--- config.mk ---
export PLATFORM = sky130hd
export DESIGN_NAME = srp_status
export DESIGN_NICKNAME = d
export VERILOG_FILES = /design/src/verilog/srp_pkg.sv /design/src/verilog/srp_status.sv
export SDC_FILE = /design/constraint.sdc
export NUM_CORES = 1
export LEC_CHECK = 0
export ABC_AREA = 1
export BUFFER_PORTS_ARGS = -buffer_cell sky130_fd_sc_hd__buf_4
export CAP_MARGIN = 20
export CORE_MARGIN = 5
export CORE_UTILIZATION = 43
export DETAILED_ROUTE_END_ITERATION = 10
export SYNTH_ARGS = -nofsm -noshare
export SYNTH_HDL_FRONTEND = slang
export SYNTH_SLANG_ARGS = --single-unit
--- constraint.sdc ---
create_clock -name sys_clk -period 3.9 [get_ports sys_clk]
set_input_delay 0.585 -clock sys_clk [delete_from_list [all_inputs] [get_ports sys_clk]]
set_output_delay 0.585 -clock sys_clk [all_outputs]
set_load 0.02 [all_outputs]
--- src/verilog/srp_pkg.sv ---
// Package of constants and command codes for the status reporting block
package srp_pkg;
	// Questionable sync register field positions
	localparam int SRP_Q_BURST = 0;
	localparam int SRP_Q_SYNC = 1;
	localparam int SRP_Q_NOCARR = 2;
	localparam int SRP_Q_OVLD = 3;
	localparam logic [15:0] SRP_Q_USED = 16'h000f;
	// Status byte bit positions
	localparam int SRP_STB_ERRQ = 2;
	localparam int SRP_STB_QUES = 3;
	localparam int SRP_STB_MAV = 4;
	localparam int SRP_STB_ESB = 5;
	localparam int SRP_STB_MSS = 6;
	localparam int SRP_STB_OPER = 7;
	localparam logic [7:0] SRP_STB_NO_MSS = 8'hbf;
	// Event status bit for operation complete
	localparam int SRP_ESR_OPC = 0;
	// Reset and preset values
	localparam logic [15:0] SRP_PTR_PRESET = 16'hffff;
	localparam logic [15:0] SRP_NTR_PRESET = 16'h0000;
	localparam logic [15:0] SRP_EN_PRESET = 16'h0000;
	localparam logic [7:0] SRP_MASK_RESET = 8'h00;
	localparam logic [15:0] SRP_NO_ERROR = 16'h0000;
	// Error queue shape
	localparam int SRP_ERRQ_DEPTH = 4;
	localparam int SRP_ERRQ_AW = 2;
	// Parallel poll configuration field positions in cmd_data
	localparam int SRP_PPC_INV = 3;
	localparam int SRP_PPC_EN = 4;

	typedef enum logic [3:0] {
		SRP_CMD_SYNC_COND,
		SRP_CMD_SYNC_EVENT,
		SRP_CMD_SYNC_ENABLE,
		SRP_CMD_SYNC_PTR,
		SRP_CMD_SYNC_NTR,
		SRP_CMD_STB,
		SRP_CMD_ESR,
		SRP_CMD_SRE,
		SRP_CMD_ESE,
		SRP_CMD_PPE,
		SRP_CMD_PPC,
		SRP_CMD_IST,
		SRP_CMD_ERR,
		SRP_CMD_CLS,
		SRP_CMD_PRESET
	} srp_cmd_e;
endpackage

--- src/verilog/srp_status.sv ---
// Status reporting core: questionable sync register, SRQ and polls
`timescale 1ns/100ps
module srp_status
(
	input wire logic sys_clk,
	input wire logic resetn,
	input wire logic burst_missing,
	input wire logic burst_found,
	input wire logic sync_missing,
	input wire logic sync_found,
	input wire logic video_trigger_option,
	input wire logic free_run_mode,
	input wire logic trig_no_data,
	input wire logic premeas_start,
	input wire logic carrier_low,
	input wire logic carrier_high,
	input wire logic [7:0] esr_set,
	input wire logic ques_other_sum,
	input wire logic oper_sum,
	input wire logic msg_avail,
	input wire logic err_push,
	input wire logic [15:0] err_code,
	input wire logic cmd_valid,
	input wire srp_pkg::srp_cmd_e cmd_code,
	input wire logic cmd_write,
	input wire logic [15:0] cmd_data,
	output logic rsp_valid,
	output logic [15:0] rsp_data,
	output logic srq_req,
	input wire logic spoll_req,
	output logic [7:0] spoll_data,
	input wire logic ppoll_req,
	input wire logic [7:0] dio_in,
	output logic [7:0] dio_out,
	output logic [7:0] dio_oe_n
);
	import srp_pkg::*;

	logic [15:0] cond_reg, cond_next, event_reg, event_next;
	logic [15:0] en_reg, en_next, ptr_reg, ptr_next, ntr_reg, ntr_next;
	logic [15:0] rsp_data_reg, rsp_data_next, cond_live, ev_sets;
	logic [7:0] esr_reg, esr_next, sre_reg, sre_next, ese_reg, ese_next;
	logic [7:0] ppe_reg, ppe_next, spoll_reg, spoll_next, stb;
	logic [7:0] dio_out_reg, dio_out_next, dio_oe_n_reg, dio_oe_n_next;
	logic [2:0] ppc_line_reg, ppc_line_next;
	logic ppc_inv_reg, ppc_inv_next, ppc_en_reg, ppc_en_next;
	logic rsp_valid_reg, rsp_valid_next;
	logic [SRP_ERRQ_AW-1:0] rd_ptr_reg, rd_ptr_next;
	logic [SRP_ERRQ_AW-1:0] wr_ptr_reg, wr_ptr_next;
	logic [SRP_ERRQ_AW:0] cnt_reg, cnt_next;
	logic [15:0] errq_mem [SRP_ERRQ_DEPTH];
	logic ist_bit, pp_bit, rd, wr, err_pop, err_wr;
	// Decoded command test, used in two places below
	function automatic logic cmd_is(input srp_cmd_e c, input srp_cmd_e k);
		cmd_is = (c == k);
	endfunction

	// Live condition: two or three measurement events update each bit
	always_comb
	begin
		cond_live = cond_reg;
		if (burst_missing)
			cond_live[SRP_Q_BURST] = 1'b1;
		else if (burst_found)
			cond_live[SRP_Q_BURST] = 1'b0;
		if (sync_missing)
			cond_live[SRP_Q_SYNC] = 1'b1;
		else if (video_trigger_option && free_run_mode && trig_no_data)
			cond_live[SRP_Q_SYNC] = 1'b1;
		else if (sync_found)
			cond_live[SRP_Q_SYNC] = 1'b0;
		// Set wins, so a low result in the start cycle is kept
		if (carrier_low)
			cond_live[SRP_Q_NOCARR] = 1'b1;
		else if (premeas_start)
			cond_live[SRP_Q_NOCARR] = 1'b0;
		if (carrier_high)
			cond_live[SRP_Q_OVLD] = 1'b1;
		else if (premeas_start)
			cond_live[SRP_Q_OVLD] = 1'b0;
		cond_live = cond_live & SRP_Q_USED;
	end

	// Filtered transitions that latch into the event part
	assign ev_sets = ((cond_live & ~cond_reg & ptr_reg)
		| (~cond_live & cond_reg & ntr_reg)) & SRP_Q_USED;
	// Status byte; ESB, MSS and the event part of QUES pass their enable masks, ques_other_sum and oper_sum enter unmasked
	always_comb
	begin
		stb = 8'h00;
		stb[SRP_STB_ERRQ] = (cnt_reg != '0);
		stb[SRP_STB_QUES] = (|(event_reg & en_reg)) | ques_other_sum;
		stb[SRP_STB_MAV] = msg_avail;
		stb[SRP_STB_ESB] = |(esr_reg & ese_reg);
		stb[SRP_STB_OPER] = oper_sum;
		stb[SRP_STB_MSS] = |(stb & sre_reg & SRP_STB_NO_MSS);
	end

	// Request line is a level; the only activity raised unasked
	assign srq_req = stb[SRP_STB_MSS];
	assign ist_bit = |(ppe_reg & stb);
	assign pp_bit = ist_bit ^ ppc_inv_reg;

	assign wr = cmd_valid && cmd_write;
	assign rd = cmd_valid && !cmd_write;
	assign err_pop = rd && cmd_is(cmd_code, SRP_CMD_ERR) && (cnt_reg != '0);
	// A full queue drops new entries rather than overwrite old ones
	assign err_wr = err_push && (cnt_reg != (SRP_ERRQ_AW+1)'(SRP_ERRQ_DEPTH));

	// Next state for all registers but the poll outputs, and the command answer
	always_comb
	begin
		cond_next = cond_live;
		event_next = event_reg;
		en_next = en_reg;
		ptr_next = ptr_reg;
		ntr_next = ntr_reg;
		esr_next = esr_reg;
		sre_next = sre_reg;
		ese_next = ese_reg;
		ppe_next = ppe_reg;
		ppc_line_next = ppc_line_reg;
		ppc_inv_next = ppc_inv_reg;
		ppc_en_next = ppc_en_reg;
		rsp_valid_next = rd;
		rsp_data_next = rsp_data_reg;
		rd_ptr_next = rd_ptr_reg;
		wr_ptr_next = wr_ptr_reg;
		cnt_next = cnt_reg;
		if (rd)
		begin
			unique case (cmd_code)
				SRP_CMD_SYNC_COND: rsp_data_next = cond_reg;
				SRP_CMD_SYNC_EVENT:
				begin
					rsp_data_next = event_reg;
					event_next = 16'h0000;
				end
				SRP_CMD_SYNC_ENABLE: rsp_data_next = en_reg;
				SRP_CMD_SYNC_PTR: rsp_data_next = ptr_reg;
				SRP_CMD_SYNC_NTR: rsp_data_next = ntr_reg;
				SRP_CMD_STB: rsp_data_next = {8'h00, stb};
				SRP_CMD_ESR:
				begin
					rsp_data_next = {8'h00, esr_reg};
					esr_next = 8'h00;
				end
				SRP_CMD_SRE: rsp_data_next = {8'h00, sre_reg};
				SRP_CMD_ESE: rsp_data_next = {8'h00, ese_reg};
				SRP_CMD_PPE: rsp_data_next = {8'h00, ppe_reg};
				SRP_CMD_IST: rsp_data_next = {15'h0000, ist_bit};
				SRP_CMD_ERR: rsp_data_next = err_pop ? errq_mem[rd_ptr_reg]
					: SRP_NO_ERROR;
				default: rsp_data_next = 16'h0000;
			endcase
		end
		else if (wr)
		begin
			unique case (cmd_code)
				SRP_CMD_SYNC_ENABLE: en_next = cmd_data & SRP_Q_USED;
				SRP_CMD_SYNC_PTR: ptr_next = cmd_data;
				SRP_CMD_SYNC_NTR: ntr_next = cmd_data;
				SRP_CMD_SRE: sre_next = cmd_data[7:0] & SRP_STB_NO_MSS;
				SRP_CMD_ESE: ese_next = cmd_data[7:0];
				SRP_CMD_PPE: ppe_next = cmd_data[7:0];
				SRP_CMD_PPC:
				begin
					ppc_line_next = cmd_data[2:0];
					ppc_inv_next = cmd_data[SRP_PPC_INV];
					ppc_en_next = cmd_data[SRP_PPC_EN];
				end
				SRP_CMD_CLS:
				begin
					esr_next = 8'h00;
					event_next = 16'h0000;
					cnt_next = '0;
					rd_ptr_next = '0;
					wr_ptr_next = '0;
				end
				SRP_CMD_PRESET:
				begin
					en_next = SRP_EN_PRESET;
					ptr_next = SRP_PTR_PRESET;
					ntr_next = SRP_NTR_PRESET;
				end
				default: ;
			endcase
		end
		// New events win over a clear in the same cycle
		event_next = event_next | ev_sets;
		esr_next = esr_next | esr_set;
		if (!(wr && cmd_is(cmd_code, SRP_CMD_CLS)))
		begin
			if (err_pop)
				rd_ptr_next = rd_ptr_reg + 1'b1;
			if (err_wr)
				wr_ptr_next = wr_ptr_reg + 1'b1;
			cnt_next = cnt_reg + (SRP_ERRQ_AW+1)'(err_wr)
				- (SRP_ERRQ_AW+1)'(err_pop);
		end
	end

	// Poll outputs: serial byte on request, one line on parallel poll
	always_comb
	begin
		spoll_next = spoll_reg;
		if (spoll_req)
			spoll_next = stb;
		dio_out_next = 8'h00;
		dio_oe_n_next = 8'hff;
		if (ppoll_req && ppc_en_reg)
		begin
			dio_out_next[ppc_line_reg] = pp_bit;
			dio_oe_n_next[ppc_line_reg] = 1'b0;
		end
	end

	// Error queue storage; writes only, no reset needed
	always_ff @(posedge sys_clk)
	begin
		if (err_wr)
			errq_mem[wr_ptr_reg] <= err_code;
	end

	// Register all state; power-on acts as clear status and preset
	always_ff @(posedge sys_clk or negedge resetn)
	begin
		if (!resetn)
		begin
			cond_reg <= 16'h0000;
			event_reg <= 16'h0000;
			en_reg <= SRP_EN_PRESET;
			ptr_reg <= SRP_PTR_PRESET;
			ntr_reg <= SRP_NTR_PRESET;
			esr_reg <= 8'h00;
			sre_reg <= SRP_MASK_RESET;
			ese_reg <= SRP_MASK_RESET;
			ppe_reg <= SRP_MASK_RESET;
			ppc_line_reg <= 3'h0;
			ppc_inv_reg <= 1'b0;
			ppc_en_reg <= 1'b0;
			rsp_valid_reg <= 1'b0;
			rsp_data_reg <= 16'h0000;
			spoll_reg <= 8'h00;
			dio_out_reg <= 8'h00;
			dio_oe_n_reg <= 8'hff;
			rd_ptr_reg <= '0;
			wr_ptr_reg <= '0;
			cnt_reg <= '0;
		end
		else
		begin
			cond_reg <= cond_next;
			event_reg <= event_next;
			en_reg <= en_next;
			ptr_reg <= ptr_next;
			ntr_reg <= ntr_next;
			esr_reg <= esr_next;
			sre_reg <= sre_next;
			ese_reg <= ese_next;
			ppe_reg <= ppe_next;
			ppc_line_reg <= ppc_line_next;
			ppc_inv_reg <= ppc_inv_next;
			ppc_en_reg <= ppc_en_next;
			rsp_valid_reg <= rsp_valid_next;
			rsp_data_reg <= rsp_data_next;
			spoll_reg <= spoll_next;
			dio_out_reg <= dio_out_next;
			dio_oe_n_reg <= dio_oe_n_next;
			rd_ptr_reg <= rd_ptr_next;
			wr_ptr_reg <= wr_ptr_next;
			cnt_reg <= cnt_next;
		end
	end

	assign rsp_valid = rsp_valid_reg;
	assign rsp_data = rsp_data_reg;
	assign spoll_data = spoll_reg;
	assign dio_out = dio_out_reg;
	assign dio_oe_n = dio_oe_n_reg;
endmodule // srp_status

**Word level (Yosys, flattened, before mapping)**

Memory sizes are Yosys's and may differ from the RTL's.
Cells that the tools add are included.

- $add $sub $neg: 4
- $lt $le $gt $ge: 2
- Equality and inequality tests: 18
- Muxes and demuxes: 42
- Bitwise operators: 18
- Reduce and logical (&&, ||, !) cells: 28

Operators with widths:

| cell | number |
|---|---|
| $pmux 16 s12 | 1 |
| $pmux 16 s2 | 3 |
| $mux 16 | 5 |
| $mux 8 | 6 |
| $and 8x8->8 | 4 |
| $eq 4x4->1 const B | 7 |
| $reduce_and 3->1 | 8 |
| $mux 2 | 10 |
| $and 16x16->16 | 1 |
| $and 4x4->4 | 4 |
| $eq 4x3->1 const B | 4 |
| $or 16x4->16 | 1 |
| $reduce_or 16->1 | 1 |
| $reduce_or 8->1 | 2 |
| $mux 1 | 12 |
| $mux 3 | 4 |
| $logic_and 1x1->1 | 10 |
| $eq 4x2->1 const B | 2 |
| $not 4->4 | 2 |
| $not 8->8 | 1 |
| $or 8x8->8 | 1 |
| $reduce_or 7->1 | 1 |
| $ne 2x2->1 const B | 3 |
| $reduce_bool 2->1 | 3 |
| other kinds (15) | 16 |

- Register bits: 150
- RAM bits: 64
- Bits of input ports: 72
- Output and inout port bits: 42
- Logic and storage cells: 133
- Memories kept: 1

Memories:

| name | depth | bits a word | read ports | clocked after memory_dff | wr ports | line | text |
|---|---|---|---|---|---|---|---|
| errq_mem | 4 | 16 | 1 | 0 | 1 | srp_status.sv:51 | `logic [15:0] errq_mem [SRP_ERRQ_DEPTH];` |

**Depth between registers and ports, before layout**

- Word-level depth: 10
- Depth in mapped cells: 12
- Gate-level depth less buffers: 12

**Worst setup path before layout**

OpenSTA, ideal clock, no wires.

- Path kind: input to register
- Start: in cmd_valid
- End: reg cnt_reg[2]
- Library setup time: 125 ps
- Arrival time: 2284 ps
- Data required time: 3775 ps
- Setup slack: 1491 ps
- Cell stages on the path: 11
- Path buffers: 1
- Path through: inv_1 nor2_1 nand2_1 nor3_4 buf_4 ha_1 inv_1 ha_1 fa_1 o21ai_0 a21oi_1

- Longest elaborated chain between the ends: 5

Ends and longest elaborated chain:

| element | line | text |
|---|---|---|
| from (decl) | srp_status.sv:23 | `input wire logic cmd_valid,` |
| $logic_and 1x1->1 | srp_status.sv:105 | `assign rd = cmd_valid && !cmd_write;` |
| $logic_and 1x1->1 (2 in a row) | srp_status.sv:106 | `assign err_pop = rd && cmd_is(cmd_code, SRP_CMD_ERR) && (cnt_reg != '0);` |
| $sub 3x1->3 | srp_status.sv:199 | `- (SRP_ERRQ_AW+1)'(err_pop);` |
| $mux 3 | srp_status.sv:192 | `if (!(wr && cmd_is(cmd_code, SRP_CMD_CLS)))` |
| to (signal assigned) | srp_status.sv:272 | `cnt_reg <= cnt_next;` |
| to (decl) | srp_status.sv:50 | `logic [SRP_ERRQ_AW:0] cnt_reg, cnt_next;` |

Several ways; a longest one is shown, not always the timed one.
A chain may end at the register's enable or synchronous reset.

**Worst setup path in the final report**

- Start: reg esr_reg[7]
- End: out srq_req

- Longest elaborated chain between the ends: 4

Ends and longest elaborated chain:

| element | line | text |
|---|---|---|
| from (decl) | srp_status.sv:42 | `logic [7:0] esr_reg, esr_next, sre_reg, sre_next, ese_reg, ese_next;` |
| from (signal assigned) | srp_status.sv:258 | `esr_reg <= esr_next;` |
| $and 8x8->8 | srp_status.sv:94 | `stb[SRP_STB_ESB] = \|(esr_reg & ese_reg);` |
| $reduce_or 8->1 | srp_status.sv:94 |  |
| $and 8x8->8 | srp_status.sv:96 | `stb[SRP_STB_MSS] = \|(stb & sre_reg & SRP_STB_NO_MSS);` |
| $reduce_or 7->1 | srp_status.sv:96 |  |
| to (decl) | srp_status.sv:29 | `output logic srq_req,` |

Every way passes these cells.

==> summary.md <==
| Metric | Value |
|---|---|
| Clk_skew | 0.0118 ns |
| Pre-CTS setup slack | 1.19 ns |
| Synth Area in Simple Gates | 16.6% |
| Worst Path Max Fanout | 4 |
| CTS root buffer | clkbuf_16 |
| Die X-Extent | 148 µm |
| Sum Neg Setup Slack | 0 ns |
| Final hold vios | 0 |
| Synth unique cells | 38 |
| Largest net degree at the start of global routing | 63 |
| Worst skew pair latency | 0.44 ns |
| YS warnings | 0 |
| Most frequent cell on the critical path | nand2_1 |
| Cts repair resizes | 0 |
| Largest register FFs | 64 |
| Max frequency | 399 MHz |
| Register bit count reported by yosys | 190 |
| Worst Setup SP | esr_reg[7] |
| Share of cells above drive strength 1 | 18.8% |
| Number of diodes | 0 |
| Clk slew on worst S/H paths | 0.07 ns |
| TritonCTS clock tree | built |
| Setup WS post-layout | 1.39 ns |
| Placement Cell Area | 9190 µm² |
| Min Tclk post-route | 2.51 ns |
| CTS buffer count | 17 |
| Starting Density | 43.6% |
| Std-Cell Rows | 50 |
| HPWL after DPL | 14.6 mm |
| Mapped Area | 8160 µm² |
| Gate Count Post-Synth | 850 |
| DR vias/cell | 5.12 |
| First-pass GRT wire length | 33.6 mm |
| P per Cell Area | 563 nW/µm² |
| Hold slack final | 0.235 ns |
| Post-layout instance area | 9750 µm² |
| Initial antenna violation count | 0 |
| TritonRoute pass-1 iters | 5 |
| Final #Nets | 1034 |
| Hold WC Path Type | primary input to async pin |
| Prevailing post-synth register cell | dfrtp_1 |
| Hold-fix buffers, CTS | 0 |
| Peak supply drop | 324 µV |
| Vias in the first global route | 6137 |
| Crit share post-route | 64.3% |
| Clock sinks | 190 |
| Routed Wire Length | 21.0 mm |
| RSZ-0062 raised after global routing | false |
| Least-Margin Pin Slew | 0.959 ns |
| Boundary Pins | 114 |
| Final setup violating endpoints | 0 |
| Worst-case clock buffer depth | 2 |
| Most flops, register | errq_mem |
| Drt wl/cell | 17.4 µm |
| Fillcell total | 1756 |
| Combinational family with the most area after synthesis | simple AND/OR/NAND/NOR gates |
| Overall Global Routing Usage | 19.8% |
| CP cell instances | nand2_1 -> nand2_1 -> nor2_1 -> nand2_1 -> nand2_1 -> nand3_1 -> buf_4 |
| Critical Path Start Type | flop |
| Slew HR | 36.0% |
| Max cap viols | 0 |
| Sequential share of the synthesized area | 62.6% |
| Crit Path Category | flop to output port |
| Post-DRT Antenna Nets | 0 |
| H-Tree Depth | 4 |
| Worst Path Required | 3.31 ns |
| Xor/xnor share of the synthesized area | 0.107% |
| Number of buffers added on ports | 103 |
| Adder-cell area share of the yosys netlist | 1.17% |
| Vias after detailed routing | 6159 |
| Crit-path slowest cell | dfrtp_1 |
| GRT overflow | 0 |
| DR iter-0 viols | 392 |
| Mux contribution to synthesized area | 0% |
| Status | finished, final reports clean |
| Die Area | 21800 µm² |
| Post-synthesis compound-gate area fraction | 14.0% |
| Die Y | 148 µm |
| Syn avg cell area | 9.59 µm² |
| # Post-CTS Setup Buffers | 0 |
| CP arrival | 1.92 ns |
| Final routed DRC violation total | 0 |
| GP Congestion | 0.900 |
| Placeable Area | 18700 µm² |
| Critical Path Max Stage Delay | 0.42 ns |
| Launch point of the worst reg-to-reg path | rd_ptr_reg[0] |
| Max-slew violations | 0 |
| Synth-to-Final Area Change | 19.6% |
| Post-synth EDFFs | 64 |
| CP Capture Type | output port |
| Async set-reset flop share out of synthesis | 66.3% |
| LEAKAGE | 4.41 nW |
## per-stage QoR
stage	power [W]	util, %	instances
final	0.00549	52.1	1202
after global routing	0.00579	52.1	1202
after CTS	0.00554	52.1	1202
after detailed placement	0.00386	49.1	1170
after global placement	0.00383	49.1	1170
after floorplan	0.00339	-	851
## cell usage in the layout (no fill, tap or decap), drive strengths merged, types with 2 or more instances in the layout
| cell type | instances |
|---|---|
| o21ai | 134 |
| conb | 2 |
| a21oi | 23 |
| nand2 | 199 |
| nor2 | 87 |
| buf | 114 |
| nand4 | 5 |
| dfstp | 24 |
| dfrtp | 102 |
| o22ai | 24 |
| o21bai | 10 |
| nand3 | 37 |
| clkbuf | 20 |
| inv | 87 |
| a31oi | 4 |
| clkinvlp | 3 |
| edfxtp | 64 |
| ha | 6 |
| nor3 | 4 |
| o311ai | 2 |
| clkinv | 5 |
## Yosys cell counts, drive strengths merged, types with 2 or more instances
| master | count | area share [%] |
|---|---|---|
| edfxtp | 64 | 24 |
| o21bai | 10 | 0.92 |
| nand3 | 37 | 2.3 |
| o22ai | 24 | 1.8 |
| clkbuf | 16 | 0.74 |
| inv | 83 | 3.8 |
| nand4 | 5 | 0.38 |
| o21ai | 134 | 8.2 |
| ha | 6 | 0.92 |
| nand2 | 199 | 9.2 |
| nor2 | 87 | 4.3 |
| o311ai | 2 | 0.21 |
| dfrtp | 102 | 31 |
| buf | 13 | 0.92 |
| a31oi | 4 | 0.31 |
| a21oi | 23 | 1.7 |
| nor3 | 4 | 0.38 |
| dfstp | 24 | 7.7 |
## final cells by class
| class | count | area [µm²] | area share [%] |
|---|---|---|---|
| clock inverter | 12 | 130 | 1.33 |
| sequential | 190 | 5100 | 52.3 |
| tap | 234 | 293 | 3.00 |
| clock buffer | 20 | 437 | 4.48 |
| inverter | 84 | 315 | 3.23 |
| timing repair buffer | 114 | 868 | 8.90 |
| multi-input combinational | 548 | 2600 | 26.7 |
## final timing paths
check | cells past startpoint | slack (ns) | to
max | 7 | 1.39 | srq_req
min | 1 | 0.24 | cond_reg[1]
max reg2reg | 8 | 1.55 | rsp_data[1]
min reg2reg | 2 | 0.48 | ntr_reg[12]
max in group asynchronous | 2 | 2.81 | dio_oe_n[0]
min in group sys_clk | 1 | 0.34 | errq_mem[1][6]
## worst max-delay path: cells and delay by family (launching register included)
kind / cells / cell delay, ns
flops: 1 / 0.42
buf+inv: 1 / 0.24
simple gates: 6 / 0.83
## metal layers
layer	up-vias	share of wire [%]	GRT usage, %
li1	3044	-	-
met1	2892	46	27.6
met2	200	45	31.1
met3	23	6.4	4.51
met4	0	2.0	5.78
met5	-	0	0
## power breakdown
group / leakage (nW) / switching (W) / total, W / internal (W)
sequential: 2.09 / 0.000196 / 0.00268 / 0.00248
clock: 0.266 / 0.000782 / 0.00168 / 0.000897
combinational: 2.05 / 0.000742 / 0.00114 / 0.000397
## cells by family after synthesis
kind of cell / count (synthesis)
flops: 190
fa+ha+maj: 7
compound gates: 205
buf+inv: 113
simple gates: 333
xor+xnor: 1
other cells: 1
Power figures use the tool's default switching activity.
